File: config.mk
export PLATFORM = sky130hd
export DESIGN_NAME = scg_suspend_command_gate
export DESIGN_NICKNAME = d
export VERILOG_FILES = /design/src/hdl/scg_suspend_command_gate.v /design/src/hdl/scg_admit_table.v /design/src/hdl/scg_resume_pick.v
export VERILOG_INCLUDE_DIRS = /design/src /design/src/hdl
export SDC_FILE = /design/constraint.sdc
export NUM_CORES = 1
export LEC_CHECK = 0
export ABC_AREA = 1
export BUFFER_PORTS_ARGS = -buffer_cell sky130_fd_sc_hd__buf_2
export CORE_UTILIZATION = 57
export DETAILED_ROUTE_END_ITERATION = 6
export HOLD_SLACK_MARGIN = 0.06
export PLACE_DENSITY = 0.85
export SYNTH_ARGS = -nofsm -noshare
export SYNTH_HDL_FRONTEND = slang
export SYNTH_HIERARCHICAL = 1
export SYNTH_SLANG_ARGS = --single-unit
export TNS_END_PERCENT = 20
File: constraint.sdc
create_clock -name clk -period 3.1 [get_ports clk]
set_clock_uncertainty 0.15 [all_clocks]
set_input_delay 0.31 -clock clk [delete_from_list [all_inputs] [get_ports clk]]
set_output_delay 0.31 -clock clk [all_outputs]
set_load 0.005 [all_outputs]
File: src/hdl/scg_regs.vh
// Constants for the suspend command gate: command codes, operation codes, suspend state bits.
`ifndef SCG_REGS_VH
`define SCG_REGS_VH

// ==========================================================================
// Command codes on the 6-bit decoded command bus
// ==========================================================================
`define SCG_CMD_W 6
`define SCG_OCT_STATUS_READ 6'h01
`define SCG_OCT_IRQ_CFG_READ 6'h02
`define SCG_OCT_WORD_PROGRAM 6'h03
`define SCG_OCT_VOL_CFG1_READ 6'h04
`define SCG_OCT_VOL_CFG2_READ 6'h05
`define SCG_OCT_NV_CFG1_READ 6'h06
`define SCG_OCT_NV_CFG2_READ 6'h07
`define SCG_ID_SPACE_ENTRY_A 6'h08
`define SCG_ID_SPACE_ENTRY_B 6'h09
`define SCG_ID_SPACE_READ 6'h0A
`define SCG_ALT_SPACE_EXIT 6'h0B
`define SCG_SPI_STATUS1_READ 6'h10
`define SCG_SPI_STATUS1_ADDR_READ 6'h11
`define SCG_SPI_STATUS2_READ 6'h12
`define SCG_SPI_STATUS2_ADDR_READ 6'h13
`define SCG_SPI_ECC_STATUS_READ 6'h14
`define SCG_SPI_ECC_STATUS_CLEAR 6'h15
`define SCG_SPI_PROT_LOCK_READ 6'h16
`define SCG_SPI_PROT_LOCK_ADDR_READ 6'h17
`define SCG_SPI_RESUME 6'h18
`define SCG_SPI_LINK_CRC_READ 6'h19
`define SCG_SPI_FAIL_FLAGS_CLEAR 6'h1A
`define SCG_SPI_IDENT_READ 6'h1B
`define SCG_SPI_IDENT_ADDR_READ 6'h1C
`define SCG_SPI_SUSPEND 6'h1D
`define SCG_ERASE_SECTOR 6'h20
`define SCG_ERASE_CHIP 6'h21

// ==========================================================================
// Operation codes for the busy operation input
// ==========================================================================
`define SCG_OP_IDLE 2'h0
`define SCG_OP_PROGRAM 2'h1
`define SCG_OP_SECTOR_ERASE 2'h2
`define SCG_OP_DICHECK 2'h3
`define SCG_OP_CHIP_ERASE_W 1

// ==========================================================================
// Suspend state vector bit positions and reset value
// ==========================================================================
`define SCG_SUSP_ERASE 0
`define SCG_SUSP_PROGRAM 1
`define SCG_SUSP_DICHECK 2
`define SCG_SUSP_RESET 3'h0

`endif

File: src/hdl/scg_suspend_command_gate.v
// Suspend command gate: admits or discards decoded transactions by suspend state.
//
// What this block does
// - Octal status read allowed in erase, check suspend.
// - Octal interrupt config read allowed in check suspend.
// - Word program allowed only in erase suspend.
// - Volatile config reads allowed in program, check suspend.
// - Non-volatile config reads rejected while suspended.
// - ID space entry, read, exit allowed in program, check.
// - SPI status one reads allowed in program, check.
// - SPI status two reads allowed in program, check.
// - SPI ECC status read allowed in program suspend.
// - SPI ECC clear allowed in check suspend.
// - Protection lock reads allowed in every suspend.
// - Combined resume allowed in every suspend.
// - Link CRC read allowed in program, check suspend.
// - Fail flag clear allowed in program, check suspend.
// - Identification reads allowed in every suspend.
// - Further suspend rejected in program, check suspend.
// - Resume ignored when nothing is suspended.
// - Resume restarts program first, then erase.
// - Suspend ignored during whole-chip erase.
// - New erase ignored while anything is suspended.
`timescale 1ns/1ps
`include "scg_regs.vh"

module scg_suspend_command_gate (
  clk,
  resetn,
  cmd_valid,
  cmd_code,
  busy_op,
  busy_chip_erase,
  op_done,
  cmd_accept,
  cmd_reject,
  cmd_out,
  suspend_req,
  resume_req,
  resume_op,
  erase_suspended,
  program_suspended,
  dicheck_suspended
);
  input wire clk;
  input wire resetn;
  // One-cycle strobe with the decoded command code.
  input wire cmd_valid;
  input wire [5:0] cmd_code;
  // Operation currently running in the embedded engine.
  input wire [1:0] busy_op;
  input wire busy_chip_erase;
  // Pulse from the engine when the running operation finishes.
  input wire op_done;
  output reg cmd_accept;
  output reg cmd_reject;
  output reg [5:0] cmd_out;
  output reg suspend_req;
  output reg resume_req;
  output reg [2:0] resume_op;
  output reg erase_suspended;
  output reg program_suspended;
  output reg dicheck_suspended;

  // ==========================================================================
  // Suspend state and admission
  // ==========================================================================
  reg [2:0] susp;
  // Operation currently running, captured from busy_op while it is not idle; cleared on op_done, or on suspend when busy_op is idle.
  reg [1:0] running;
  wire admit;
  wire [2:0] pick;
  wire any_susp;
  reg [2:0] next_susp;
  reg [1:0] next_running;
  reg next_accept;
  reg next_suspend;
  reg next_resume;
  reg [2:0] next_resume_op;

  scg_admit_table u_admit (
    .cmd(cmd_code),
    .susp(susp),
    .admit(admit)
  );

  scg_resume_pick u_pick (
    .susp(susp),
    .pick(pick),
    .any(any_susp)
  );

  always @* begin
    next_susp = susp;
    next_running = running;
    next_accept = 1'b0;
    next_suspend = 1'b0;
    next_resume = 1'b0;
    next_resume_op = 3'h0;
    if (op_done) begin
      next_running = `SCG_OP_IDLE;
    end
    if (cmd_valid && admit) begin
      next_accept = 1'b1;
      case (cmd_code)
        `SCG_SPI_SUSPEND: begin
          // A chip erase cannot be suspended, so the request is dropped.
          if (busy_chip_erase) begin
            next_accept = 1'b0;
          end else if (running == `SCG_OP_PROGRAM) begin
            next_susp[`SCG_SUSP_PROGRAM] = 1'b1;
            next_suspend = 1'b1;
            next_running = `SCG_OP_IDLE;
          end else if (running == `SCG_OP_SECTOR_ERASE) begin
            next_susp[`SCG_SUSP_ERASE] = 1'b1;
            next_suspend = 1'b1;
            next_running = `SCG_OP_IDLE;
          end else if (running == `SCG_OP_DICHECK) begin
            next_susp[`SCG_SUSP_DICHECK] = 1'b1;
            next_suspend = 1'b1;
            next_running = `SCG_OP_IDLE;
          end else begin
            next_accept = 1'b0;
          end
        end
        `SCG_SPI_RESUME: begin
          if (!any_susp) begin
            next_accept = 1'b0;
          end else begin
            next_susp = susp & ~pick;
            next_resume = 1'b1;
            next_resume_op = pick;
          end
        end
        default: begin
          next_accept = 1'b1;
        end
      endcase
    end
  end

  // ==========================================================================
  // Registers
  // ==========================================================================
  always @(posedge clk or negedge resetn) begin
    if (!resetn) begin
      susp <= `SCG_SUSP_RESET;
      running <= `SCG_OP_IDLE;
      cmd_accept <= 1'b0;
      cmd_reject <= 1'b0;
      cmd_out <= 6'h00;
      suspend_req <= 1'b0;
      resume_req <= 1'b0;
      resume_op <= 3'h0;
      erase_suspended <= 1'b0;
      program_suspended <= 1'b0;
      dicheck_suspended <= 1'b0;
    end else begin
      // A discarded command leaves the suspend state untouched.
      susp <= next_susp;
      if (busy_op != `SCG_OP_IDLE && !op_done) begin
        running <= busy_op;
      end else begin
        running <= next_running;
      end
      cmd_accept <= next_accept;
      cmd_reject <= cmd_valid & ~next_accept;
      cmd_out <= cmd_valid ? cmd_code : 6'h00;
      suspend_req <= next_suspend;
      resume_req <= next_resume;
      resume_op <= next_resume_op;
      erase_suspended <= next_susp[`SCG_SUSP_ERASE];
      program_suspended <= next_susp[`SCG_SUSP_PROGRAM];
      dicheck_suspended <= next_susp[`SCG_SUSP_DICHECK];
    end
  end

endmodule

File: src/hdl/scg_admit_table.v
// Combinational admission table: is a command allowed in the current suspend state.
`timescale 1ns/1ps
`include "scg_regs.vh"

module scg_admit_table (
  cmd,
  susp,
  admit
);
  input wire [5:0] cmd;
  input wire [2:0] susp;
  output reg admit;

  reg e;
  reg p;
  reg d;
  reg none;

  // ==========================================================================
  // Table lookup
  // ==========================================================================
  // Where more than one operation is suspended, a command passes only if every
  // suspended operation allows it; blank table cells count as not allowed.
  always @* begin
    e = susp[`SCG_SUSP_ERASE];
    p = susp[`SCG_SUSP_PROGRAM];
    d = susp[`SCG_SUSP_DICHECK];
    none = ~(e | p | d);
    case (cmd)
      `SCG_OCT_STATUS_READ: admit = none | (~p & (e | d));
      `SCG_OCT_IRQ_CFG_READ: admit = none | (d & ~e & ~p);
      `SCG_OCT_WORD_PROGRAM: admit = none | (e & ~p & ~d);
      `SCG_OCT_VOL_CFG1_READ,
      `SCG_OCT_VOL_CFG2_READ: admit = none | (~e & (p | d));
      `SCG_OCT_NV_CFG1_READ,
      `SCG_OCT_NV_CFG2_READ: admit = none;
      `SCG_ID_SPACE_ENTRY_A,
      `SCG_ID_SPACE_ENTRY_B,
      `SCG_ID_SPACE_READ,
      `SCG_ALT_SPACE_EXIT: admit = none | (~e & (p | d));
      `SCG_SPI_STATUS1_READ,
      `SCG_SPI_STATUS1_ADDR_READ: admit = none | (~e & (p | d));
      `SCG_SPI_STATUS2_READ,
      `SCG_SPI_STATUS2_ADDR_READ: admit = none | (~e & (p | d));
      `SCG_SPI_ECC_STATUS_READ: admit = none | (p & ~e & ~d);
      `SCG_SPI_ECC_STATUS_CLEAR: admit = none | (d & ~e & ~p);
      `SCG_SPI_PROT_LOCK_READ,
      `SCG_SPI_PROT_LOCK_ADDR_READ: admit = 1'b1;
      `SCG_SPI_RESUME: admit = 1'b1;
      `SCG_SPI_LINK_CRC_READ: admit = none | (~e & (p | d));
      `SCG_SPI_FAIL_FLAGS_CLEAR: admit = none | (~e & (p | d));
      `SCG_SPI_IDENT_READ,
      `SCG_SPI_IDENT_ADDR_READ: admit = 1'b1;
      `SCG_SPI_SUSPEND: admit = ~(p | d);
      `SCG_ERASE_SECTOR,
      `SCG_ERASE_CHIP: admit = none;
      default: admit = none;
    endcase
  end

endmodule

File: src/hdl/scg_resume_pick.v
// Picks which suspended operation a resume restarts.
`timescale 1ns/1ps
`include "scg_regs.vh"

module scg_resume_pick (
  susp,
  pick,
  any
);
  input wire [2:0] susp;
  output reg [2:0] pick;
  output reg any;

  // ==========================================================================
  // Priority: program, then erase, then data integrity check
  // ==========================================================================
  always @* begin
    pick = 3'h0;
    any = |susp;
    if (susp[`SCG_SUSP_PROGRAM]) begin
      pick[`SCG_SUSP_PROGRAM] = 1'b1;
    end else if (susp[`SCG_SUSP_ERASE]) begin
      pick[`SCG_SUSP_ERASE] = 1'b1;
    end else if (susp[`SCG_SUSP_DICHECK]) begin
      pick[`SCG_SUSP_DICHECK] = 1'b1;
    end
  end

endmodule

==> summary.log, run 1 <==
qor: run_status.outcome finished clean
qor: final_layout.drive_above_1_share 0.251
qor: timing.final-setup-viol-count 0
qor: logic_synthesis.synth_warnings 6
qor: timing.worstMarginPinSlew 0.394 ns
qor: detailed_routing.detailroute.via_count 1262
qor: placement.preCtsSetupSlack 1.01 ns
qor: global_route.grt_antenna_before_repair 0
qor: critical_path.cp.required 3.14 ns
qor: timing.fmax 488 MHz
qor: final_layout.mostFrequentLayoutCells sky130_fd_sc_hd__nand2_1 (51), sky130_fd_sc_hd__inv_1 (37), sky130_fd_sc_hd__buf_2 (28)
qor: logic_synthesis.number_of_register_bits_inferred_by_synthesis 18
qor: timing.hold_viol_final 0
qor: placement.place_congestion 0.953
qor: detailed_routing.drt_wl_total 2780 um
qor: logic_synthesis.synth_cell_types 20
qor: critical_path.slowest_delay 0.53 ns
qor: timing.timing.setup.tns 0 ns
qor: critical_path.timing.critical_path.slowest_stage_cell sky130_fd_sc_hd__dfrtp_1
qor: critical_path.crit_path_end_kind register
qor: power.switchingPower 125 uW
qor: timing.final_min_period_over_clock_period 0.661
qor: clock_tree.clkTransAtPathRegs 0.10 ns
qor: critical_path.path_class reg2reg
qor: timing.final_period_minus_worst_setup_slack 2.05 ns
qor: detailed_routing.vias_per_cell 5.13
qor: global_route.grt_first_pass_wirelength 4620 um
qor: floorplanning.die_area 2350 um2
qor: hold_path.hold_path_class in2reg
qor: clock_tree.clock_tree_from_tritoncts built
qor: final_layout.post-route-util 0.718
qor: global_route.gr-usage-all-layers 0.250
qor: detailed_routing.first_iter_violations 36
qor: placement.total_cell_area_at_the_placement_stage 1390 um2
qor: timing.final-max-slew-violation-count 0
qor: global_route.globalRoute.totalOverflow 0
qor: detailed_routing.detail_route.wl_per_cell 11.3 um
qor: final_layout.n_antenna_cell 0
qor: timing.finalWorstSetupSlack 1.05 ns
qor: final_layout.final_nets 233
qor: power.combPwrFrac 0.169
qor: clock_tree.clock-root-buffer sky130_fd_sc_hd__clkbuf_4
qor: final_layout.final_design_instance_area_without_fill 1440 um2
qor: clock_tree.max-clock-path-buffers 2
qor: timing.fin_worst_hold_slack 0.0651 ns
qor: critical_path.worst_setup_path_start_kind register
qor: power.power_per_cell_area 323 nW/um2
qor: clock_tree.number_of_buffers_added_by_the_clock_tree_synthesis_step 3
qor: logic_synthesis.post_synth_main_area_contributors sky130_fd_sc_hd__dfrtp_1 (37%), sky130_fd_sc_hd__nand2_1 (16%), sky130_fd_sc_hd__inv_1 (11%)
qor: floorplanning.initial_utilization 0.616
qor: run.max-cap-violations 0
qor: floorplanning.fp.coreArea 2000 um2
qor: power.power.static_leakage 0.000884 uW
qor: clock_tree.clock_insertion_delay_worst_skew 0.30 ns
qor: timing.relSlewSlack 0.737
qor: critical_path.path_cells inv_1, a21oi_1, nand3_1, a21oi_1, nand2_1, nand3_1, nand2_1, nand2_1, nand2_2, nor2_1, nand3_2, nand3_2, nor2_2
qor: critical_path.critPathMostFrequentCell sky130_fd_sc_hd__nand2_1
qor: floorplanning.die_y 48.5 um
qor: detailed_routing.ant_nets 0
qor: logic_synthesis.synth_area_per_cell 6.56 um2
qor: floorplanning.chipWidth 48.5 um
qor: timing.rsz0062_at_grt false
qor: floorplanning.row_count 16
qor: floorplanning.ios 29
qor: power.clockPowerShare 0.305
qor: placement.hpwlAfterDp 2060 um
qor: logic_synthesis.postSynthCellCount 188
qor: logic_synthesis.synth.cell_area 1230 um2
qor: power.power.switching_fraction 0.270
qor: global_route.largest_net_degree_at_the_start_of_global_routing 19
qor: logic_synthesis.yosys.area.top_type sky130_fd_sc_hd__dfrtp_1
qor: clock_tree.cts-resized-gates 0
qor: final_layout.layout.cells.most_common sky130_fd_sc_hd__nand2_1
qor: critical_path.worstPathArrival 2.09 ns
qor: detailed_routing.first_pass_iters 6
qor: logic_synthesis.sequential_cell_area_fraction_in_the_yosys_report 0.365
qor: detailed_routing.remaining_drc_errors 0
qor: power.ir_drop 395 uV
qor: logic_synthesis.synthesis.nets 201
qor: logic_synthesis.yosysTopAreaCellShare 0.365
qor: placement.place.port_buffers 28
qor: global_route.number_of_global_route_vias_before_repair 1100
qor: critical_path.largest_driver_fanout_on_the_critical_path 9
qor: power.power_frac_seq 0.526
qor: final_layout.flow.area_growth_from_synthesis 16.6%
qor: clock_tree.htreeDepth 1
qor: power.intPower 339 uW
qor: clock_tree.cts.sink_count 18
## power groups by stage
stage | sequential, uW | clock [uW] | combinational, uW
2_1_floorplan | 250 | 0 | 41.6
3_3_place_gp | 249 | 0 | 73.5
3_5_place_dp | 249 | 0 | 76.2
4_1_cts | 245 | 145 | 78.2
5_1_grt | 245 | 151 | 88.1
6_report | 244 | 142 | 78.5
## area by class of cell
cell class,instances,area (um2)
fillers,181,564
repair buffers,29,150
inverters,42,159
clock buffers,4,36.3
well taps,27,33.8
multi-input cells,126,608
flip-flops and latches,18,450
## synthesized netlist by cell type
master,count
sky130_fd_sc_hd__nand2_1,51
sky130_fd_sc_hd__inv_1,37
sky130_fd_sc_hd__nor2_1,21
sky130_fd_sc_hd__dfrtp_1,18
sky130_fd_sc_hd__nand3_1,17
sky130_fd_sc_hd__a21oi_1,8
sky130_fd_sc_hd__nor2_2,7
sky130_fd_sc_hd__nand3_2,5
sky130_fd_sc_hd__o21ai_0,5
sky130_fd_sc_hd__inv_2,4
sky130_fd_sc_hd__nand2_2,3
sky130_fd_sc_hd__buf_4,2
sky130_fd_sc_hd__nand4_1,2
sky130_fd_sc_hd__nor2_4,2
sky130_fd_sc_hd__a22oi_1,1
sky130_fd_sc_hd__clkinv_2,1
sky130_fd_sc_hd__nand2_4,1
sky130_fd_sc_hd__nand3b_1,1
sky130_fd_sc_hd__o21ai_1,1
sky130_fd_sc_hd__o221ai_1,1
## logic make-up after synthesis
group,count (synthesis),synth area share
buffers and inverters,44,0.141
and+or+nand+nor,110,0.423
DFF,18,0.365
AOI/OAI and AO/OA,16,0.0700
## metrics by stage
| stage | total power [uW] | std cells |
|---|---|---|
| floorplan | 291 | 188 |
| global placement | 322 | 241 |
| detailed placement | 325 | 241 |
| CTS | 468 | 246 |
| global route | 485 | 246 |
| finish | 465 | 246 |
## worst paths after layout
| kind | start | end | slack [ns] | depth (start not counted) |
|---|---|---|---|---|
| setup / recovery | susp[0]$_DFFE_PN0P_ | cmd_reject$_DFF_PN0_ | 1.05 | 13 |
| hold / removal | op_done | running[0]$_DFF_PN0_ | 0.07 | 2 |
| setup reg to reg | susp[0]$_DFFE_PN0P_ | cmd_reject$_DFF_PN0_ | 1.05 | 13 |
| hold reg to reg | dicheck_suspended$_DFFE_PN0P_ | dicheck_suspended$_DFFE_PN0P_ | 0.50 | 2 |
| max in group asynchronous | resetn | cmd_out[1]$_DFF_PN0_ | 2.19 | 2 |
| min in group asynchronous | resetn | resume_op[1]$_DFF_PN0_ | 0.32 | 2 |
## registers in the layout (all words and copies together), names as in the netlist
| signal | flops |
|---|---|
| resume_req | 1 |
| resume_op | 3 |
| cmd_accept | 1 |
| running | 2 |
| cmd_out | 6 |
| susp | 2 |
| dicheck_suspended | 1 |
| suspend_req | 1 |
| cmd_reject | 1 |
## per-layer routing
| metal | vias up | share of wire | track usage |
|---|---|---|---|
| met5 | - | 0 | 0 |
| met4 | 0 | 0.0058 | 0.0343 |
| met3 | 2 | 0.067 | 0.0472 |
| met2 | 54 | 0.51 | 0.465 |
| met1 | 575 | 0.42 | 0.306 |
| li1 | 631 | - | - |
## critical path: cells and delay by family (launching register included)
family          cells  cell delay [ns]
compound gates      2             0.28
simple gates       10             0.87
flops               1             0.53
buf+inv             1             0.12
## repair_timing
item | in CTS | in global routing
endpoints found under the hold margin | 18 | 0
buffers inserted | 0 | 0
hold buffers | 1 | 0
Note: power is estimated with default switching activity, not from simulation.
==> inputs of run 2 (changes only) <==
- CORE_UTILIZATION: 57 -> 48
- PLACE_DENSITY: 0.85 -> 0.76
- clock period: 3.1 -> 1.85 ns (I/O delays scaled with it)
==> summary.log, run 2 (synthesis results as in run 1) <==
qor: clock_tree.number_of_buffers_added_by_the_clock_tree_synthesis_step 3
qor: detailed_routing.vias_per_cell 5.03
qor: final_layout.largest_reg_flops 6
qor: floorplanning.fp.coreArea 2320 um2
qor: power.intPower 584 uW
qor: clock_tree.cts.sink_count 18
qor: final_layout.flow.area_growth_from_synthesis 27.4%
qor: timing.finalWorstSetupSlack 0.117 ns
qor: run_status.outcome finished clean
qor: global_route.global_route.usage.met1 0.307
qor: global_route.number_of_global_route_vias_before_repair 1217
qor: clock_tree.max-clock-path-buffers 2
qor: power.power.switching_fraction 0.274
qor: final_layout.final_nets 248
qor: detailed_routing.first_iter_violations 57
qor: global_route.use_met3 0.0319
qor: power.combPwrFrac 0.190
qor: power.clockPowerShare 0.302
qor: critical_path.cp.required 1.90 ns
qor: final_layout.drive_above_1_share 0.303
qor: detailed_routing.detail_route.wl_per_cell 11.3 um
qor: power.switchingPower 221 uW
qor: detailed_routing.first_pass_iters 4
qor: global_route.largest_net_degree_at_the_start_of_global_routing 19
qor: global_route.gr-usage-all-layers 0.246
qor: detailed_routing.remaining_drc_errors 0
qor: hold_path.hold_path_class in2reg
qor: placement.place_congestion 0.992
qor: clock_tree.clock_insertion_delay_worst_skew 0.29 ns
qor: timing.fmax 577 MHz
qor: power.ir_drop 348 uV
qor: power.power_per_cell_area 513 nW/um2
qor: final_layout.top_reg_by_flops cmd_out
qor: floorplanning.die_y 52.7 um
qor: timing.final-max-slew-violation-count 0
qor: power.power.static_leakage 0.000954 uW
qor: floorplanning.initial_utilization 0.532
qor: floorplanning.die_area 2770 um2
qor: timing.relSlewSlack 0.739
qor: critical_path.worstPathArrival 1.78 ns
qor: timing.worstMarginPinSlew 0.391 ns
qor: global_route.gr-max-usage-layer met2
qor: global_route.globalRoute.totalOverflow 0
qor: clock_tree.htreeDepth 1
qor: global_route.grt_first_pass_wirelength 4990 um
qor: global_route.grt_antenna_before_repair 0
qor: timing.final_period_minus_worst_setup_slack 1.73 ns
qor: floorplanning.ios 29
qor: final_layout.mostFrequentLayoutCells sky130_fd_sc_hd__nand2_1 (51), sky130_fd_sc_hd__inv_1 (35), sky130_fd_sc_hd__buf_2 (28)
qor: timing.final-setup-viol-count 0
qor: critical_path.path_class reg2reg
qor: detailed_routing.drt_wl_total 2970 um
qor: timing.timing.setup.tns 0 ns
qor: timing.final_min_period_over_clock_period 0.937
qor: critical_path.worst_setup_path_start_kind register
qor: power.power_frac_seq 0.508
qor: global_route.gr-usage-met2 0.418
qor: placement.hpwlAfterDp 2230 um
qor: clock_tree.clock-root-buffer sky130_fd_sc_hd__clkbuf_4
qor: placement.place.port_buffers 28
qor: floorplanning.row_count 17
qor: final_layout.reg.largest.list cmd_out (6), resume_op (3)
qor: critical_path.crit_path_end_kind register
qor: timing.hold_viol_final 0
qor: detailed_routing.detailroute.via_count 1317
qor: detailed_routing.ant_nets 0
qor: final_layout.n_antenna_cell 0
qor: floorplanning.chipWidth 52.7 um
qor: final_layout.layout.cells.most_common sky130_fd_sc_hd__nand2_1
qor: placement.preCtsSetupSlack -0.0909 ns
qor: timing.fin_worst_hold_slack 0.0784 ns
qor: timing.rsz0062_at_grt true
qor: run.max-cap-violations 0
qor: critical_path.largest_driver_fanout_on_the_critical_path 3
qor: clock_tree.clkTransAtPathRegs 0.10 ns
qor: clock_tree.clock_tree_from_tritoncts built
-- run 2: what timing repair did --
item | in CTS | in global routing
endpoints found under the hold margin | 27 | 0
setup endpoints to repair | 0 | 10
resized for setup | 0 | 5
buffers inserted | 0 | 1
hold buffers | 5 | 0
-- run 2: final cells by class --
class	count	area, um2
timing repair buffer	44	273
tap	28	35.0
clock buffer	4	36.3
multi-input combinational	126	617
inverter	42	159
fill	195	748
sequential	18	450
-- run 2: metal layers --
metal / vias to the layer above / share of wire
li1: 665 / -
met5: - / 0
met3: 9 / 0.071
met1: 584 / 0.41
met4: 0 / 0.016
met2: 59 / 0.50
-- run 2: worst max-delay path, stage by stage, from the launching register on --
cell and delay, ns:
sky130_fd_sc_hd__dfrtp_1 0.38, sky130_fd_sc_hd__inv_2 0.05, sky130_fd_sc_hd__a21oi_2 0.11, sky130_fd_sc_hd__nand3_1 0.07, sky130_fd_sc_hd__a21oi_1 0.11, sky130_fd_sc_hd__nand2_1 0.07, sky130_fd_sc_hd__nand3_1 0.07, sky130_fd_sc_hd__nand2_1 0.05
sky130_fd_sc_hd__nand2_1 0.06, sky130_fd_sc_hd__nand2_2 0.08, sky130_fd_sc_hd__nor2_2 0.13, sky130_fd_sc_hd__nand4_1 0.15, sky130_fd_sc_hd__nand3_2 0.11, sky130_fd_sc_hd__nor2_2 0.03
-- run 2: path summary, 6_finish.rpt --
check	slack, ns	to	depth (start not counted)	from
worst max register to register	0.12	cmd_reject$_DFF_PN0_	13	susp[0]$_DFFE_PN0P_
max in group asynchronous	1.09	dicheck_suspended$_DFFE_PN0P_	2	resetn
worst min register to register	0.51	dicheck_suspended$_DFFE_PN0P_	3	dicheck_suspended$_DFFE_PN0P_
worst max-delay path	0.12	cmd_reject$_DFF_PN0_	13	susp[0]$_DFFE_PN0P_
min in group asynchronous	0.18	cmd_out[3]$_DFF_PN0_	2	resetn
worst min-delay path	0.08	suspend_req$_DFF_PN0_	4	busy_chip_erase
-- run 2: power groups by stage --
stage | clock (uW) | sequential (uW) | combinational [uW]
floorplan | 0 | 419 | 69.6
global placement | 0 | 417 | 136
detailed placement | 0 | 417 | 141
CTS | 250 | 410 | 150
global route | 266 | 411 | 172
finish | 243 | 409 | 153
-- run 2: per-stage QoR --
stage / instance area (um2) / utilization / power, uW / std cells
after global routing: 1570 / 0.677 / 850 / 262
after detailed placement: 1470 / 0.633 / 558 / 252
after CTS: 1550 / 0.670 / 809 / 261
final: 1570 / 0.677 / 805 / 262
after global placement: 1470 / 0.633 / 553 / 252
after floorplan: 1230 / - / 488 / 188
==> inputs of run 3 (changes only) <==
- CORE_MARGIN: not set -> 2
==> summary.log, run 3 (synthesis results as in run 1) <==
qor: run_status.outcome finished clean
qor: run.max-cap-violations 0
qor: placement.hpwlAfterDp 2240 um
qor: floorplanning.row_count 18
qor: timing.final-setup-viol-count 0
qor: final_layout.final_design_instance_area_without_fill 1600 um2
qor: detailed_routing.detail_route.wl_per_cell 10.5 um
qor: detailed_routing.ant_nets 0
qor: final_layout.multi_input_area 618 um2
qor: power.power.switching_fraction 0.271
qor: final_layout.mostFrequentLayoutCells sky130_fd_sc_hd__nand2_1 (51), sky130_fd_sc_hd__inv_1 (36), sky130_fd_sc_hd__buf_2 (28)
qor: clock_tree.clock-root-buffer sky130_fd_sc_hd__clkbuf_4
qor: timing.final-max-slew-violation-count 0
qor: floorplanning.fp.coreArea 2450 um2
qor: timing.fmax 570 MHz
qor: detailed_routing.vias_per_cell 4.72
qor: detailed_routing.drt_wl_total 2820 um
qor: hold_path.hold_path_end suspend_req$_DFF_PN0_
qor: timing.finalWorstSetupSlack 0.0952 ns
qor: hold_path.worstHoldStart busy_chip_erase
qor: global_route.grt_first_pass_wirelength 4600 um
qor: clock_tree.max-clock-path-buffers 2
qor: final_layout.largest_reg_flops 6
qor: detailed_routing.remaining_drc_errors 0
qor: final_layout.post-route-util 0.650
qor: critical_path.worstPathArrival 1.80 ns
qor: hold_path.hold_path_class in2reg
qor: power.power.static_leakage 0.000970 uW
qor: detailed_routing.first_pass_iters 6
qor: critical_path.timing.reg2reg.setup_slack 0.1 ns
qor: critical_path.cp.required 1.90 ns
qor: power.ir_drop 332 uV
qor: critical_path.path_class reg2reg
qor: global_route.globalRoute.totalOverflow 0
qor: critical_path.worst_setup_path_start_kind register
qor: floorplanning.die_y 54.7 um
qor: power.power_frac_seq 0.509
qor: critical_path.rr_endpoint cmd_reject$_DFF_PN0_
qor: critical_path.largest_driver_fanout_on_the_critical_path 3
qor: floorplanning.die_area 2990 um2
qor: clock_tree.number_of_buffers_added_by_the_clock_tree_synthesis_step 3
qor: floorplanning.chipWidth 54.7 um
qor: power.total_power 805 uW
qor: final_layout.flow.area_growth_from_synthesis 29.5%
qor: hold_path.hold_depth 4
qor: floorplanning.ios 29
qor: final_layout.fill_cells 240
qor: final_layout.drive_above_1_share 0.308
qor: power.combPwrFrac 0.189
qor: timing.worstMarginPinSlew 0.396 ns
qor: global_route.largest_net_degree_at_the_start_of_global_routing 19
qor: critical_path.r2r_start dicheck_suspended$_DFFE_PN0P_
qor: final_layout.layout.area.seq 450 um2
qor: placement.place_congestion 0.910
qor: clock_tree.clock_tree_from_tritoncts built
qor: detailed_routing.detailroute.via_count 1260
qor: placement.total_cell_area_at_the_placement_stage 1490 um2
qor: clock_tree.htreeDepth 1
qor: final_layout.layout.cells.most_common sky130_fd_sc_hd__nand2_1
qor: clock_tree.clock_insertion_delay_worst_skew 0.29 ns
qor: clock_tree.cts.sink_count 18
qor: global_route.grt_antenna_before_repair 0
qor: global_route.number_of_global_route_vias_before_repair 1121
qor: clock_tree.clkTransAtPathRegs 0.11 ns
qor: timing.final_period_minus_worst_setup_slack 1.75 ns
qor: power.power_per_cell_area 504 nW/um2
qor: floorplanning.initial_utilization 0.502
qor: power.switchingPower 218 uW
qor: power.clockPowerShare 0.302
qor: global_route.gr-usage-all-layers 0.211
qor: timing.relSlewSlack 0.736
qor: timing.final_min_period_over_clock_period 0.949
qor: power.intPower 587 uW
qor: detailed_routing.first_iter_violations 30
qor: critical_path.number_of_cells_on_the_worst_reg_to_reg_path 13
qor: final_layout.n_antenna_cell 0
qor: timing.hold_viol_final 0
qor: final_layout.top_reg_by_flops cmd_out
qor: placement.place.port_buffers 28
qor: timing.rsz0062_at_grt true
qor: placement.preCtsSetupSlack -0.0892 ns
qor: timing.fin_worst_hold_slack 0.0756 ns
qor: final_layout.reg.largest.list cmd_out (6), resume_op (3)
qor: final_layout.final_nets 251
qor: critical_path.crit_path_end_kind register
-- run 3: power groups by stage --
stage	clock, uW	sequential (uW)	combinational, uW
2_1_floorplan	0	419	69.6
3_3_place_gp	0	417	140
3_5_place_dp	0	417	144
4_1_cts	246	410	152
5_1_grt	266	412	173
6_report	243	410	152
-- run 3: metal layers --
layer / vias to the layer above / part of all wire / track usage
met3: 2 / 0.029 / 0.0246
met2: 20 / 0.50 / 0.367
met4: 0 / 0.0046 / 0.0375
li1: 667 / - / -
met1: 571 / 0.46 / 0.280
met5: - / 0 / 0
-- run 3: layout make-up --
cell class                 count  area share
multi-input combinational    126       0.387
sequential                    18       0.282
timing repair buffer          47       0.185
inverter                      42      0.0995
tap                           30      0.0235
clock buffer                   4      0.0227
-- run 3: how the worst max path moves through the flow --
stage                             startpoint                   end  slack [ns]  cells after the start
2_1_floorplan            susp[0]$_DFFE_PN0P_  cmd_reject$_DFF_PN0_        0.08                     13
3_3_place_gp                     cmd_code[1]  cmd_reject$_DFF_PN0_       -0.04                     15
3_5_place_dp                     cmd_code[1]  cmd_reject$_DFF_PN0_       -0.09                     15
4_1_cts                  susp[0]$_DFFE_PN0P_  cmd_reject$_DFF_PN0_        0.04                     13
5_1_grt                  susp[0]$_DFFE_PN0P_  cmd_reject$_DFF_PN0_       -0.04                     13
6_report       dicheck_suspended$_DFFE_PN0P_  cmd_reject$_DFF_PN0_         0.1                     13
-- run 3: metrics by stage --
step | cells | setup TNS (ns)
final | 267 | 0
after floorplan | 188 | 0
after global placement | 257 | -0.0357
after global routing | 267 | -0.0392
after detailed placement | 257 | -0.137
after CTS | 266 | 0
-- run 3: repair_timing --
| action | in CTS | in global routing |
|---|---|---|
| hold endpoints to repair | 27 | 0 |
| setup buffers | 0 | 1 |
| hold buffers | 5 | 0 |
| setup endpoints to repair | 0 | 10 |
| gates resized for setup | 0 | 4 |
-- run 3: worst max-delay path: stages (launching register included) --
cell and delay, ns:
sky130_fd_sc_hd__dfrtp_1 0.36, sky130_fd_sc_hd__inv_1 0.05, sky130_fd_sc_hd__a21oi_2 0.13, sky130_fd_sc_hd__nand3_1 0.10, sky130_fd_sc_hd__a21oi_2 0.12, sky130_fd_sc_hd__nand2_1 0.06
sky130_fd_sc_hd__nand3_1 0.07, sky130_fd_sc_hd__nand2_1 0.05, sky130_fd_sc_hd__nand2_1 0.06, sky130_fd_sc_hd__nand2_2 0.07, sky130_fd_sc_hd__nor2_2 0.13, sky130_fd_sc_hd__nand4_1 0.15
sky130_fd_sc_hd__nand3_2 0.13, sky130_fd_sc_hd__nor2_2 0.03
